File: src/rtl/fbc_defs.svh
// Constants for the flash bus command host: offsets, fields, commands, timing
// Notes on behaviour
// - Word read: power pin high, selects and OE low, WE high; WE low writes.
// - Byte mode: low byte only; OE high disables; a high select is standby.
// - Lowest active address bit: low gives maker code, high device code.
// - Host keeps other address bits zero while reading identifier codes.
// - After 90H, the next two reads return maker code then device code.
// - After B0H during erase, host confirms the suspended bit reads 1.
// - If suspend found no erase, host resumes with D0H after next erase.
// - With suspend in use, erase is issued as 20H, D0H at block, then D0H.
`ifndef FBC_DEFS_SVH
`define FBC_DEFS_SVH

`define FBC_CLK_PS        5000
`define FBC_NS2CYC(ns)    ((((ns) * 1000) + `FBC_CLK_PS - 1) / `FBC_CLK_PS)
`define FBC_T_SU_NS       20
`define FBC_T_WP_NS       50
`define FBC_T_HOLD_NS     20
`define FBC_T_ACC_NS      150
`define FBC_T_GAP_NS      30
`define FBC_T_BUSY_NS     100
`define FBC_T_RECOVER_NS  480

`define FBC_REG_CTRL      8'h00
`define FBC_REG_ADDR      8'h04
`define FBC_REG_WDATA     8'h08
`define FBC_REG_CMD       8'h0C
`define FBC_REG_STATUS    8'h10
`define FBC_REG_RDATA0    8'h14
`define FBC_REG_RDATA1    8'h18

`define FBC_CTRL_PD       0
`define FBC_CTRL_WORD     1
`define FBC_CTRL_VPP      2

`define FBC_CMD_READ_ARR  16'h00FF
`define FBC_CMD_IDENT     16'h0090
`define FBC_CMD_STATUS    16'h0070
`define FBC_CMD_CLEAR     16'h0050
`define FBC_CMD_WRITE     16'h0040
`define FBC_CMD_ERASE     16'h0020
`define FBC_CMD_CONFIRM   16'h00D0
`define FBC_CMD_SUSPEND   16'h00B0

`define FBC_CSR_READY     7
`define FBC_CSR_SUSP      6
`define FBC_CSR_ES        5
`define FBC_CSR_DWS       4
`define FBC_CSR_VPPS      3

`endif

File: src/rtl/fbc_pkg.sv
// Types for the flash bus command host
package fbc_pkg;

  typedef enum logic [3:0] {
    FBC_OP_READ_ARRAY,
    FBC_OP_READ_ID,
    FBC_OP_READ_STATUS,
    FBC_OP_CLEAR_STATUS,
    FBC_OP_DATA_WRITE,
    FBC_OP_BLOCK_ERASE,
    FBC_OP_SUSPEND,
    FBC_OP_RESUME,
    FBC_OP_POLL
  } fbc_op_t;

  typedef enum logic [2:0] {
    FBC_ST_IDLE,
    FBC_ST_RECOVER,
    FBC_ST_SETUP,
    FBC_ST_STROBE,
    FBC_ST_READ,
    FBC_ST_HOLD,
    FBC_ST_GAP,
    FBC_ST_WAIT_RDY
  } fbc_state_t;

  typedef struct packed {
    logic        rd;
    logic        last;
    logic        use_addr;
    logic        ident;
    logic        id_bit;
    logic [15:0] data;
  } fbc_step_t;

endpackage

File: src/rtl/fbc_host.sv
// Host controller driving a flash part through its asynchronous bus pins
`timescale 1ns/1ps
`default_nettype none
`include "fbc_defs.svh"

module fbc_host
  import fbc_pkg::*;
(
  input  wire logic        clk_sys_i,
  input  wire logic        arst_n_i,
  input  wire logic [7:0]  reg_addr_i,
  input  wire logic [31:0] reg_wdata_i,
  input  wire logic        reg_we_i,
  input  wire logic        reg_re_i,
  output var  logic [31:0] reg_rdata_o,
  output var  logic        power_down_reset_n_o,
  output var  logic        chip_select_first_n_o,
  output var  logic        chip_select_second_n_o,
  output var  logic        flash_oe_n_o,
  output var  logic        flash_we_n_o,
  output var  logic        flash_word_mode_o,
  output var  logic        flash_vpp_high_o,
  output var  logic [20:0] flash_addr_o,
  input  wire logic [15:0] flash_dq_i,
  output var  logic [15:0] flash_dq_o,
  output var  logic [1:0]  flash_dq_oe_o,
  input  wire logic        ready_busy_n_i
);

  localparam logic [7:0] SU_CYC   = 8'(`FBC_NS2CYC(`FBC_T_SU_NS));
  localparam logic [7:0] WP_CYC   = 8'(`FBC_NS2CYC(`FBC_T_WP_NS));
  localparam logic [7:0] HOLD_CYC = 8'(`FBC_NS2CYC(`FBC_T_HOLD_NS));
  localparam logic [7:0] ACC_CYC  = 8'(`FBC_NS2CYC(`FBC_T_ACC_NS));
  localparam logic [7:0] GAP_CYC  = 8'(`FBC_NS2CYC(`FBC_T_GAP_NS));
  localparam logic [7:0] BUSY_CYC = 8'(`FBC_NS2CYC(`FBC_T_BUSY_NS));
  localparam logic [7:0] REC_CYC  = 8'(`FBC_NS2CYC(`FBC_T_RECOVER_NS));

  // One bus cycle of a command sequence, chosen by operation and position
  function automatic fbc_step_t step_of(input fbc_op_t    op,
                                        input logic [1:0] idx,
                                        input logic [15:0] wd);
    fbc_step_t s;
    s = '{rd: 1'b0, last: 1'b1, use_addr: 1'b0, ident: 1'b0,
          id_bit: 1'b0, data: 16'h0000};
    case (op)
      FBC_OP_READ_ARRAY: begin
        s.data     = `FBC_CMD_READ_ARR;
        s.last     = (idx != 2'h0);
        s.rd       = (idx != 2'h0);
        s.use_addr = 1'b1;
      end
      FBC_OP_READ_ID: begin
        s.data   = `FBC_CMD_IDENT;
        s.rd     = (idx != 2'h0);
        s.ident  = 1'b1;
        s.id_bit = (idx == 2'h2);
        s.last   = (idx == 2'h2);
      end
      FBC_OP_READ_STATUS: begin
        s.data = `FBC_CMD_STATUS;
        s.rd   = (idx != 2'h0);
        s.last = (idx != 2'h0);
      end
      FBC_OP_CLEAR_STATUS: begin
        s.data = `FBC_CMD_CLEAR;
      end
      FBC_OP_DATA_WRITE: begin
        s.data     = (idx == 2'h0) ? `FBC_CMD_WRITE : wd;
        s.use_addr = (idx != 2'h0);
        s.last     = (idx != 2'h0);
      end
      FBC_OP_BLOCK_ERASE: begin
        s.data     = (idx == 2'h0) ? `FBC_CMD_ERASE : `FBC_CMD_CONFIRM;
        s.use_addr = (idx == 2'h1);
        s.last     = (idx == 2'h2);
      end
      FBC_OP_SUSPEND: begin
        s.data = `FBC_CMD_SUSPEND;
      end
      FBC_OP_RESUME: begin
        s.data = `FBC_CMD_CONFIRM;
      end
      FBC_OP_POLL: begin
        s.rd = 1'b1;
      end
      default: begin
        s.last = 1'b1;
      end
    endcase
    return s;
  endfunction

  // Identifier reads keep every address bit but the lowest active one at zero
  function automatic logic [20:0] pin_addr(input fbc_step_t   s,
                                           input logic [20:0] a,
                                           input logic        word);
    logic [20:0] r;
    r = 21'h000000;
    if (s.ident) begin
      if (word) begin
        r[1] = s.id_bit;
      end else begin
        r[0] = s.id_bit;
      end
    end else if (s.use_addr) begin
      r = word ? {a[20:1], 1'b0} : a;
    end
    return r;
  endfunction

  fbc_state_t  state_q;
  fbc_op_t     op_q;
  fbc_op_t     post_q;
  logic [1:0]  idx_q;
  logic [7:0]  cnt_q;
  logic [2:0]  ctrl_q;
  logic [20:0] addr_q;
  logic [15:0] wdata_q;
  logic [15:0] rdata0_q;
  logic [15:0] rdata1_q;
  logic [7:0]  csr_q;
  logic        suspended_q;
  logic        owed_q;
  logic [2:0]  rb_sync_q;
  logic        rb_q;
  logic [15:0] dq_s1_q;
  logic [15:0] dq_s2_q;
  logic [15:0] dq_s3_q;
  fbc_step_t   cur;
  logic        start;
  logic [15:0] dq_in;
  logic        dq_stable;

  assign cur       = step_of(op_q, idx_q, wdata_q);
  assign start     = reg_we_i && (reg_addr_i == `FBC_REG_CMD) &&
                     (state_q == FBC_ST_IDLE) && !ctrl_q[`FBC_CTRL_PD];
  assign dq_stable = (dq_s2_q == dq_s3_q);
  // Byte mode carries data on the low byte only
  assign dq_in     = ctrl_q[`FBC_CTRL_WORD] ? dq_s3_q : {8'h00, dq_s3_q[7:0]};

  // Pin synchronisers; a change counts once stages two and three agree
  always_ff @(posedge clk_sys_i or negedge arst_n_i) begin
    if (!arst_n_i) begin
      rb_sync_q <= 3'h0;
      rb_q      <= 1'b0;
      dq_s1_q   <= 16'h0000;
      dq_s2_q   <= 16'h0000;
      dq_s3_q   <= 16'h0000;
    end else begin
      rb_sync_q <= {rb_sync_q[1:0], ready_busy_n_i};
      if (rb_sync_q[1] == rb_sync_q[2]) begin
        rb_q <= rb_sync_q[2];
      end
      dq_s1_q <= flash_dq_i;
      dq_s2_q <= dq_s1_q;
      dq_s3_q <= dq_s2_q;
    end
  end

  // Software-written control and operands
  always_ff @(posedge clk_sys_i or negedge arst_n_i) begin
    if (!arst_n_i) begin
      ctrl_q  <= 3'h0;
      addr_q  <= 21'h000000;
      wdata_q <= 16'h0000;
    end else if (reg_we_i) begin
      case (reg_addr_i)
        `FBC_REG_CTRL:  ctrl_q  <= reg_wdata_i[2:0];
        `FBC_REG_ADDR:  addr_q  <= reg_wdata_i[20:0];
        `FBC_REG_WDATA: wdata_q <= reg_wdata_i[15:0];
        default: begin
        end
      endcase
    end
  end

  // Register read port, data in the cycle after the strobe
  always_ff @(posedge clk_sys_i or negedge arst_n_i) begin
    if (!arst_n_i) begin
      reg_rdata_o <= 32'h00000000;
    end else if (reg_re_i) begin
      case (reg_addr_i)
        `FBC_REG_CTRL:   reg_rdata_o <= {29'h00000000, ctrl_q};
        `FBC_REG_ADDR:   reg_rdata_o <= {11'h000, addr_q};
        `FBC_REG_WDATA:  reg_rdata_o <= {16'h0000, wdata_q};
        `FBC_REG_STATUS: reg_rdata_o <= {16'h0000, csr_q, 3'h0,
                                         |csr_q[`FBC_CSR_ES:`FBC_CSR_VPPS],
                                         owed_q, suspended_q, rb_q,
                                         state_q != FBC_ST_IDLE};
        `FBC_REG_RDATA0: reg_rdata_o <= {16'h0000, rdata0_q};
        `FBC_REG_RDATA1: reg_rdata_o <= {16'h0000, rdata1_q};
        default:         reg_rdata_o <= 32'h00000000;
      endcase
    end else begin
      reg_rdata_o <= 32'h00000000;
    end
  end

  // Static pin levels follow the control register
  always_ff @(posedge clk_sys_i or negedge arst_n_i) begin
    if (!arst_n_i) begin
      power_down_reset_n_o <= 1'b0;
      flash_word_mode_o    <= 1'b0;
      flash_vpp_high_o     <= 1'b0;
    end else begin
      power_down_reset_n_o <= !ctrl_q[`FBC_CTRL_PD];
      flash_word_mode_o    <= ctrl_q[`FBC_CTRL_WORD];
      // Without the high supply the part flags failure instead of finishing
      flash_vpp_high_o     <= ctrl_q[`FBC_CTRL_VPP];
    end
  end

  // Command sequencer and bus cycle timing
  always_ff @(posedge clk_sys_i or negedge arst_n_i) begin
    if (!arst_n_i) begin
      state_q                <= FBC_ST_RECOVER;
      op_q                   <= FBC_OP_READ_ARRAY;
      post_q                 <= FBC_OP_READ_ARRAY;
      idx_q                  <= 2'h0;
      cnt_q                  <= REC_CYC;
      chip_select_first_n_o  <= 1'b1;
      chip_select_second_n_o <= 1'b1;
      flash_oe_n_o           <= 1'b1;
      flash_we_n_o           <= 1'b1;
      flash_addr_o           <= 21'h000000;
      flash_dq_o             <= 16'h0000;
      flash_dq_oe_o          <= 2'h0;
      rdata0_q               <= 16'h0000;
      rdata1_q               <= 16'h0000;
      csr_q                  <= 8'h00;
      suspended_q            <= 1'b0;
      owed_q                 <= 1'b0;
    end else if (ctrl_q[`FBC_CTRL_PD]) begin
      // Power-down aborts the part's work and wipes its status
      state_q                <= FBC_ST_RECOVER;
      cnt_q                  <= REC_CYC;
      chip_select_first_n_o  <= 1'b1;
      chip_select_second_n_o <= 1'b1;
      flash_oe_n_o           <= 1'b1;
      flash_we_n_o           <= 1'b1;
      flash_dq_oe_o          <= 2'h0;
      csr_q                  <= 8'h00;
      suspended_q            <= 1'b0;
      owed_q                 <= 1'b0;
    end else begin
      case (state_q)
        FBC_ST_RECOVER: begin
          cnt_q <= cnt_q - 8'h01;
          if (cnt_q == 8'h00) begin
            state_q <= FBC_ST_IDLE;
          end
        end
        FBC_ST_IDLE: begin
          if (start) begin
            op_q    <= fbc_op_t'({1'b0, reg_wdata_i[2:0]});
            post_q  <= fbc_op_t'({1'b0, reg_wdata_i[2:0]});
            idx_q   <= 2'h0;
            cnt_q   <= SU_CYC;
            state_q <= FBC_ST_SETUP;
          end
        end
        FBC_ST_SETUP: begin
          flash_addr_o           <= pin_addr(cur, addr_q,
                                             ctrl_q[`FBC_CTRL_WORD]);
          chip_select_first_n_o  <= 1'b0;
          chip_select_second_n_o <= 1'b0;
          flash_dq_o             <= cur.data;
          flash_dq_oe_o          <= cur.rd ? 2'h0 :
                                    {ctrl_q[`FBC_CTRL_WORD], 1'b1};
          flash_oe_n_o           <= !cur.rd;
          cnt_q                  <= cnt_q - 8'h01;
          if (cnt_q == 8'h00) begin
            if (cur.rd) begin
              cnt_q   <= ACC_CYC;
              state_q <= FBC_ST_READ;
            end else begin
              flash_we_n_o <= 1'b0;
              cnt_q        <= WP_CYC;
              state_q      <= FBC_ST_STROBE;
            end
          end
        end
        FBC_ST_STROBE: begin
          cnt_q <= cnt_q - 8'h01;
          if (cnt_q == 8'h00) begin
            flash_we_n_o <= 1'b1;
            cnt_q        <= HOLD_CYC;
            state_q      <= FBC_ST_HOLD;
          end
        end
        FBC_ST_READ: begin
          if (cnt_q != 8'h00) begin
            cnt_q <= cnt_q - 8'h01;
          end else if (dq_stable) begin
            if (op_q == FBC_OP_POLL || op_q == FBC_OP_READ_STATUS) begin
              csr_q <= dq_in[7:0];
            end
            if (op_q == FBC_OP_READ_ID && idx_q == 2'h2) begin
              rdata1_q <= dq_in;
            end else begin
              rdata0_q <= dq_in;
            end
            flash_oe_n_o <= 1'b1;
            cnt_q        <= HOLD_CYC;
            state_q      <= FBC_ST_HOLD;
          end
        end
        FBC_ST_HOLD: begin
          cnt_q <= cnt_q - 8'h01;
          if (cnt_q == 8'h00) begin
            chip_select_first_n_o  <= 1'b1;
            chip_select_second_n_o <= 1'b1;
            flash_dq_oe_o          <= 2'h0;
            cnt_q                  <= GAP_CYC;
            state_q                <= FBC_ST_GAP;
          end
        end
        FBC_ST_GAP: begin
          cnt_q <= cnt_q - 8'h01;
          if (cnt_q == 8'h00) begin
            if (!cur.last) begin
              idx_q   <= idx_q + 2'h1;
              cnt_q   <= SU_CYC;
              state_q <= FBC_ST_SETUP;
            end else begin
              case (op_q)
                FBC_OP_DATA_WRITE, FBC_OP_BLOCK_ERASE, FBC_OP_SUSPEND: begin
                  cnt_q   <= BUSY_CYC;
                  state_q <= FBC_ST_WAIT_RDY;
                end
                FBC_OP_POLL: begin
                  state_q <= FBC_ST_IDLE;
                  if (post_q == FBC_OP_SUSPEND) begin
                    if (csr_q[`FBC_CSR_SUSP]) begin
                      suspended_q <= 1'b1;
                    end else begin
                      owed_q <= 1'b1;
                    end
                  end else if (post_q == FBC_OP_BLOCK_ERASE && owed_q) begin
                    // Resume owed from a suspend that found no erase
                    op_q    <= FBC_OP_RESUME;
                    idx_q   <= 2'h0;
                    cnt_q   <= SU_CYC;
                    state_q <= FBC_ST_SETUP;
                  end
                end
                FBC_OP_RESUME: begin
                  suspended_q <= 1'b0;
                  owed_q      <= 1'b0;
                  state_q     <= FBC_ST_IDLE;
                end
                default: begin
                  state_q <= FBC_ST_IDLE;
                end
              endcase
            end
          end
        end
        FBC_ST_WAIT_RDY: begin
          // Pin is read with OE high; its level holds whatever OE does
          if (cnt_q != 8'h00) begin
            cnt_q <= cnt_q - 8'h01;
          end else if (rb_q) begin
            op_q    <= FBC_OP_POLL;
            idx_q   <= 2'h0;
            cnt_q   <= SU_CYC;
            state_q <= FBC_ST_SETUP;
          end
        end
        default: begin
          state_q <= FBC_ST_IDLE;
        end
      endcase
    end
  end

endmodule
`default_nettype wire

File: config.mk
export PLATFORM = sky130hd
export DESIGN_NAME = fbc_host
export DESIGN_NICKNAME = d
export VERILOG_FILES = /design/src/rtl/fbc_pkg.sv /design/src/rtl/fbc_host.sv
export VERILOG_INCLUDE_DIRS = /design/src /design/src/rtl
export SDC_FILE = /design/constraint.sdc
export NUM_CORES = 1
export LEC_CHECK = 0
export CAP_MARGIN = 20
export CELL_PAD_IN_SITES_DETAIL_PLACEMENT = 0
export CELL_PAD_IN_SITES_GLOBAL_PLACEMENT = 1
export CORE_ASPECT_RATIO = 1.25
export CORE_MARGIN = 10
export CORE_UTILIZATION = 54
export CTS_BUF_LIST = sky130_fd_sc_hd__clkbuf_16
export DETAILED_ROUTE_END_ITERATION = 12
export DONT_BUFFER_PORTS = 1
export PLACE_DENSITY = 0.85
export SLEW_MARGIN = 10
export SYNTH_ARGS = -nofsm -noshare
export SYNTH_HDL_FRONTEND = slang
export SYNTH_SLANG_ARGS = --single-unit
File: constraint.sdc
create_clock -name clk_sys_i -period 4.2 [get_ports clk_sys_i]
set_input_delay 0.21 -clock clk_sys_i [delete_from_list [all_inputs] [get_ports clk_sys_i]]
set_output_delay 0.21 -clock clk_sys_i [all_outputs]
set_load 0.02 [all_outputs]
==> results.txt <==
In this run the power density over the cells is around 510 nW/um^2. The kind of critical path is reg -> reg. For this run, the register share of the synthesized area comes to 0.585.

The critical path starts at cnt_q[0]. The cell count after placement is 998. The starting DRC count in detailed routing is 512. The maximum clock frequency is approximately 320 MHz.

The initial antenna violation count came to 1. The signal on the critical path passes through inv_1, ha_1, nor4b_2, and2_1, nand3_1, or2_1, or3_1, mux2_4. The number of clock buffers inserted by TritonCTS came out at 22. Gates resized during post-CTS repair numbered 0. The number of filler instances in the final layout came out at 1335. The insertion delay of the later-clocked pin in the worst-skew pair came out at approximately 0.51 ns.

After detailed routing, the average wire length per cell comes to approximately 21 um. The global-route wire length before repair came out at approximately 37000 um. Headroom to the max-slew limit came out at 0.355. The capture instance of the worst register-to-register path is rdata0_q[11]. The clock net in this run drives a total of 220 sinks. The placed wire-length estimate is ~16000 um.

The startpoint of the worst register-to-register path is cnt_q[0]. between 100 and 150 I/O pins were placed. Entering global routing, the biggest net connects approximately 220 pins.

The die area is between 20000 and 25000 um^2. The placer congestion estimate is 0.849. From left edge to right edge, the die measures 138 um. The final design utilization came out at 0.628. The average cell area after synthesis came out at 11.6 um^2. The category of the worst setup path launch point is a flop.

The via count of the first global-routing pass came to 6718. Clock skew on the completed layout was measured at 0.00904 ns. The core area came out at ~17000 um^2. The slack of the worst reg-to-reg path is 1.08 ns. The number of hold violations in the final report came out at between 200 and 250. The number of cells on the worst reg-to-reg path is 8.

The aggregate routed wire length came out at 23200 um. The leakage power of the design came out at 5.01 nW. The flip-flop and latch count after synthesis came out at 220. The path class of the lowest-slack min-delay path is in -> async. The synthesized netlist cell count came out at 811.

The final critical delay including setup and external delays is 3.12 ns. The total number of H-tree levels came out at 1. The largest fanout of any net on the critical path is 16. Of the cells placed in the final design, the portion with a size suffix greater than 1 is 0.164. The count of nets left with antenna violations once routing finished came out at 0.

The final-layout worst hold slack came out at -0.603 ns. The DRC violations left is 0. The count of port buffers added during placement is 0.

The final count of pins violating max slew is 0. The post-synthesis cell type count came out at 69. The count of endpoints failing setup in the final report came out at 0. On the critical path, the stage with the largest delay is an instance of or3_1. The number of max-capacitance violations reported is 0. The flow ran to the end, but the final reports show violations.

The total negative setup slack came out at 0 ns. The cell sitting at the root of the clock tree is a clkbuf_16. Counting flops with an async set or reset pin after synthesis yields a share of 1.00.

The final reports fail on negative hold slack. After clock tree synthesis, the flow added hold-fix buffers numbering 42. The number of enable-type register cells in the synthesized netlist is 0. The arrival time at the worst endpoint is 3.52 ns.

Leaving out fill and tap cells, the most frequent cell in the layout is dfrtp_1. The finished layout holds approximately 1100 standard cells, fillers aside. The final worst-path setup slack is 1.08 ns. The post-placement setup slack came out at roughly 1.1 ns. The total number of yosys warnings came out at 0. The longest individual stage delay on the worst path is 0.72 ns. The initial core utilization is 0.555. In the layout the commonest cells are 214 x dfrtp_1, 90 x nand2_1, 69 x mux2_2. The clock transition at the registers of the reported paths came out at about 0.06 ns. From bottom edge to top edge, the die measures 168 um. The pre-antenna-repair detailed-routing pass consisted of 6 iterations.

The worst setup path is captured at a flop. In the synthesized netlist the dominant register cell turns out to be dfrtp_1. The slew at the pin closest to its max-slew limit is 0.968 ns. TritonCTS built the clock tree.

The mapped netlist covers about 9400 um^2. The number of rows created at floorplan is 53. The buffer count from post-CTS setup fixing is 0. The maximum root-to-sink buffer count came out at 3. The critical path required time came out at 4.59 ns.

The overall overflow remaining after global route is 0. The area growth from synthesis to final layout is 13.1%. Dividing the final minimum period by the clock period gives 0.744. For this block, the via count after detailed routing is 6463. The maximum resistive drop on vdd came out at 0.327 mV. The all-layer global routing usage is 0.195. The net total in the final layout came out at 910.

The via density per instance came out at 5.98. Setup repair after global routing left no endpoint under its margin.
## cell families (layout without fill, tap and decap cells)
family,count (synthesis),in the layout,synth area share
other,1,12,0.000398
muxes,100,100,0.121
xor gates and xnor gates,20,20,0.0186
buffers and inverters,69,108,0.0362
DFF,220,220,0.585
adders and majority gates,6,6,0.00770
AOI/OAI and AO/OA,133,133,0.0968
and+or+nand+nor,262,262,0.135
## worst max-delay path by stage
stage	end	slack, ns	cells after the start
2_1_floorplan	rdata1_q[10]	1.78	9
3_3_place_gp	rdata0_q[11]	1.15	8
3_5_place_dp	rdata0_q[7]	1.09	8
4_1_cts	rdata0_q[7]	1.07	8
5_1_grt	rdata0_q[7]	0.86	8
6_report	rdata0_q[11]	1.08	8
## critical path, delay by kind of cell, from the launching register on
kind / cells / cell delay (ns)
simple gates: 5 / 1.87
mux: 1 / 0.45
flops: 1 / 0.42
fa+ha+maj: 1 / 0.15
buf+inv: 1 / 0.11
## metrics by stage
stage                     power [mW]  area [um^2]
after floorplan                 3.29         9460
after global placement          3.49         9540
after detailed placement        3.52         9540
after CTS                       5.44        10700
after global routing            5.68        10700
final                           5.41        10700
## area by class of cell
class / instances / area, um^2 / share of cell area
multi-input combinational: 532 / 3620 / 0.340
clock buffer: 22 / 551 / 0.0517
sequential: 220 / 5510 / 0.517
tap: 220 / 275 / 0.0258
antenna: 1 / 2.50 / 0.000235
inverter: 16 / 60.1 / 0.00564
timing repair buffer: 52 / 495 / 0.0465
clock inverter: 18 / 140 / 0.0132
## power by group
part	leakage [nW]	switching, mW	internal, mW
Sequential	2.89	0.314	2.32
Combinational	1.76	0.541	0.366
Clock	0.358	0.797	1.08
Total	5.01	1.65	3.76
## sequential cells by signal, indices dropped and copies added, names as in the netlist, 8 cells and up
signal	cells
flash_addr_o	21
rdata1_q	16
addr_q	21
wdata_q	16
dq_s3_q	16
dq_s1_q	16
rdata0_q	16
cnt_q	8
reg_rdata_o	21
flash_dq_o	16
csr_q	8
dq_s2_q	16
## Yosys cell counts (4+ instances only)
| cell type | count | area, um^2 |
|---|---|---|
| nor4_1 | 7 | 43.8 |
| mux2_4 | 10 | 150 |
| inv_1 | 16 | 60.1 |
| buf_2 | 5 | 25.0 |
| a222oi_1 | 7 | 70.1 |
| buf_4 | 12 | 90.1 |
| ha_1 | 5 | 62.6 |
| o21ai_0 | 20 | 100 |
| clkbuf_1 | 32 | 120 |
| nor3_1 | 11 | 55.1 |
| xor2_1 | 18 | 158 |
| a22oi_1 | 5 | 37.5 |
| and2_1 | 12 | 75.1 |
| nand2b_1 | 6 | 37.5 |
| nand4_1 | 4 | 25.0 |
| mux2i_1 | 21 | 210 |
| nor2b_1 | 7 | 43.8 |
| dfrtp_1 | 214 | 5360 |
| a21boi_0 | 4 | 30.0 |
| a22o_1 | 10 | 87.6 |
| a21oi_1 | 36 | 180 |
| nand2_1 | 90 | 338 |
| and3_1 | 6 | 37.5 |
| a31oi_1 | 8 | 50.1 |
| mux2_2 | 69 | 777 |
| nor2_1 | 61 | 229 |
| o31ai_1 | 6 | 45.0 |
| nand3_1 | 36 | 180 |
| dfstp_2 | 6 | 158 |
| a221oi_1 | 10 | 87.6 |
## per-layer routing
metal  global-route usage  wire length [um]  vias to the layer above
met5                    0                 0                        -
met2                0.322             11300                      254
li1                     -                 -                     2922
met1                0.247              9550                     3250
met4               0.0565               420                        0
met3               0.0515              1860                       37
(Power assumes the default switching activity.)
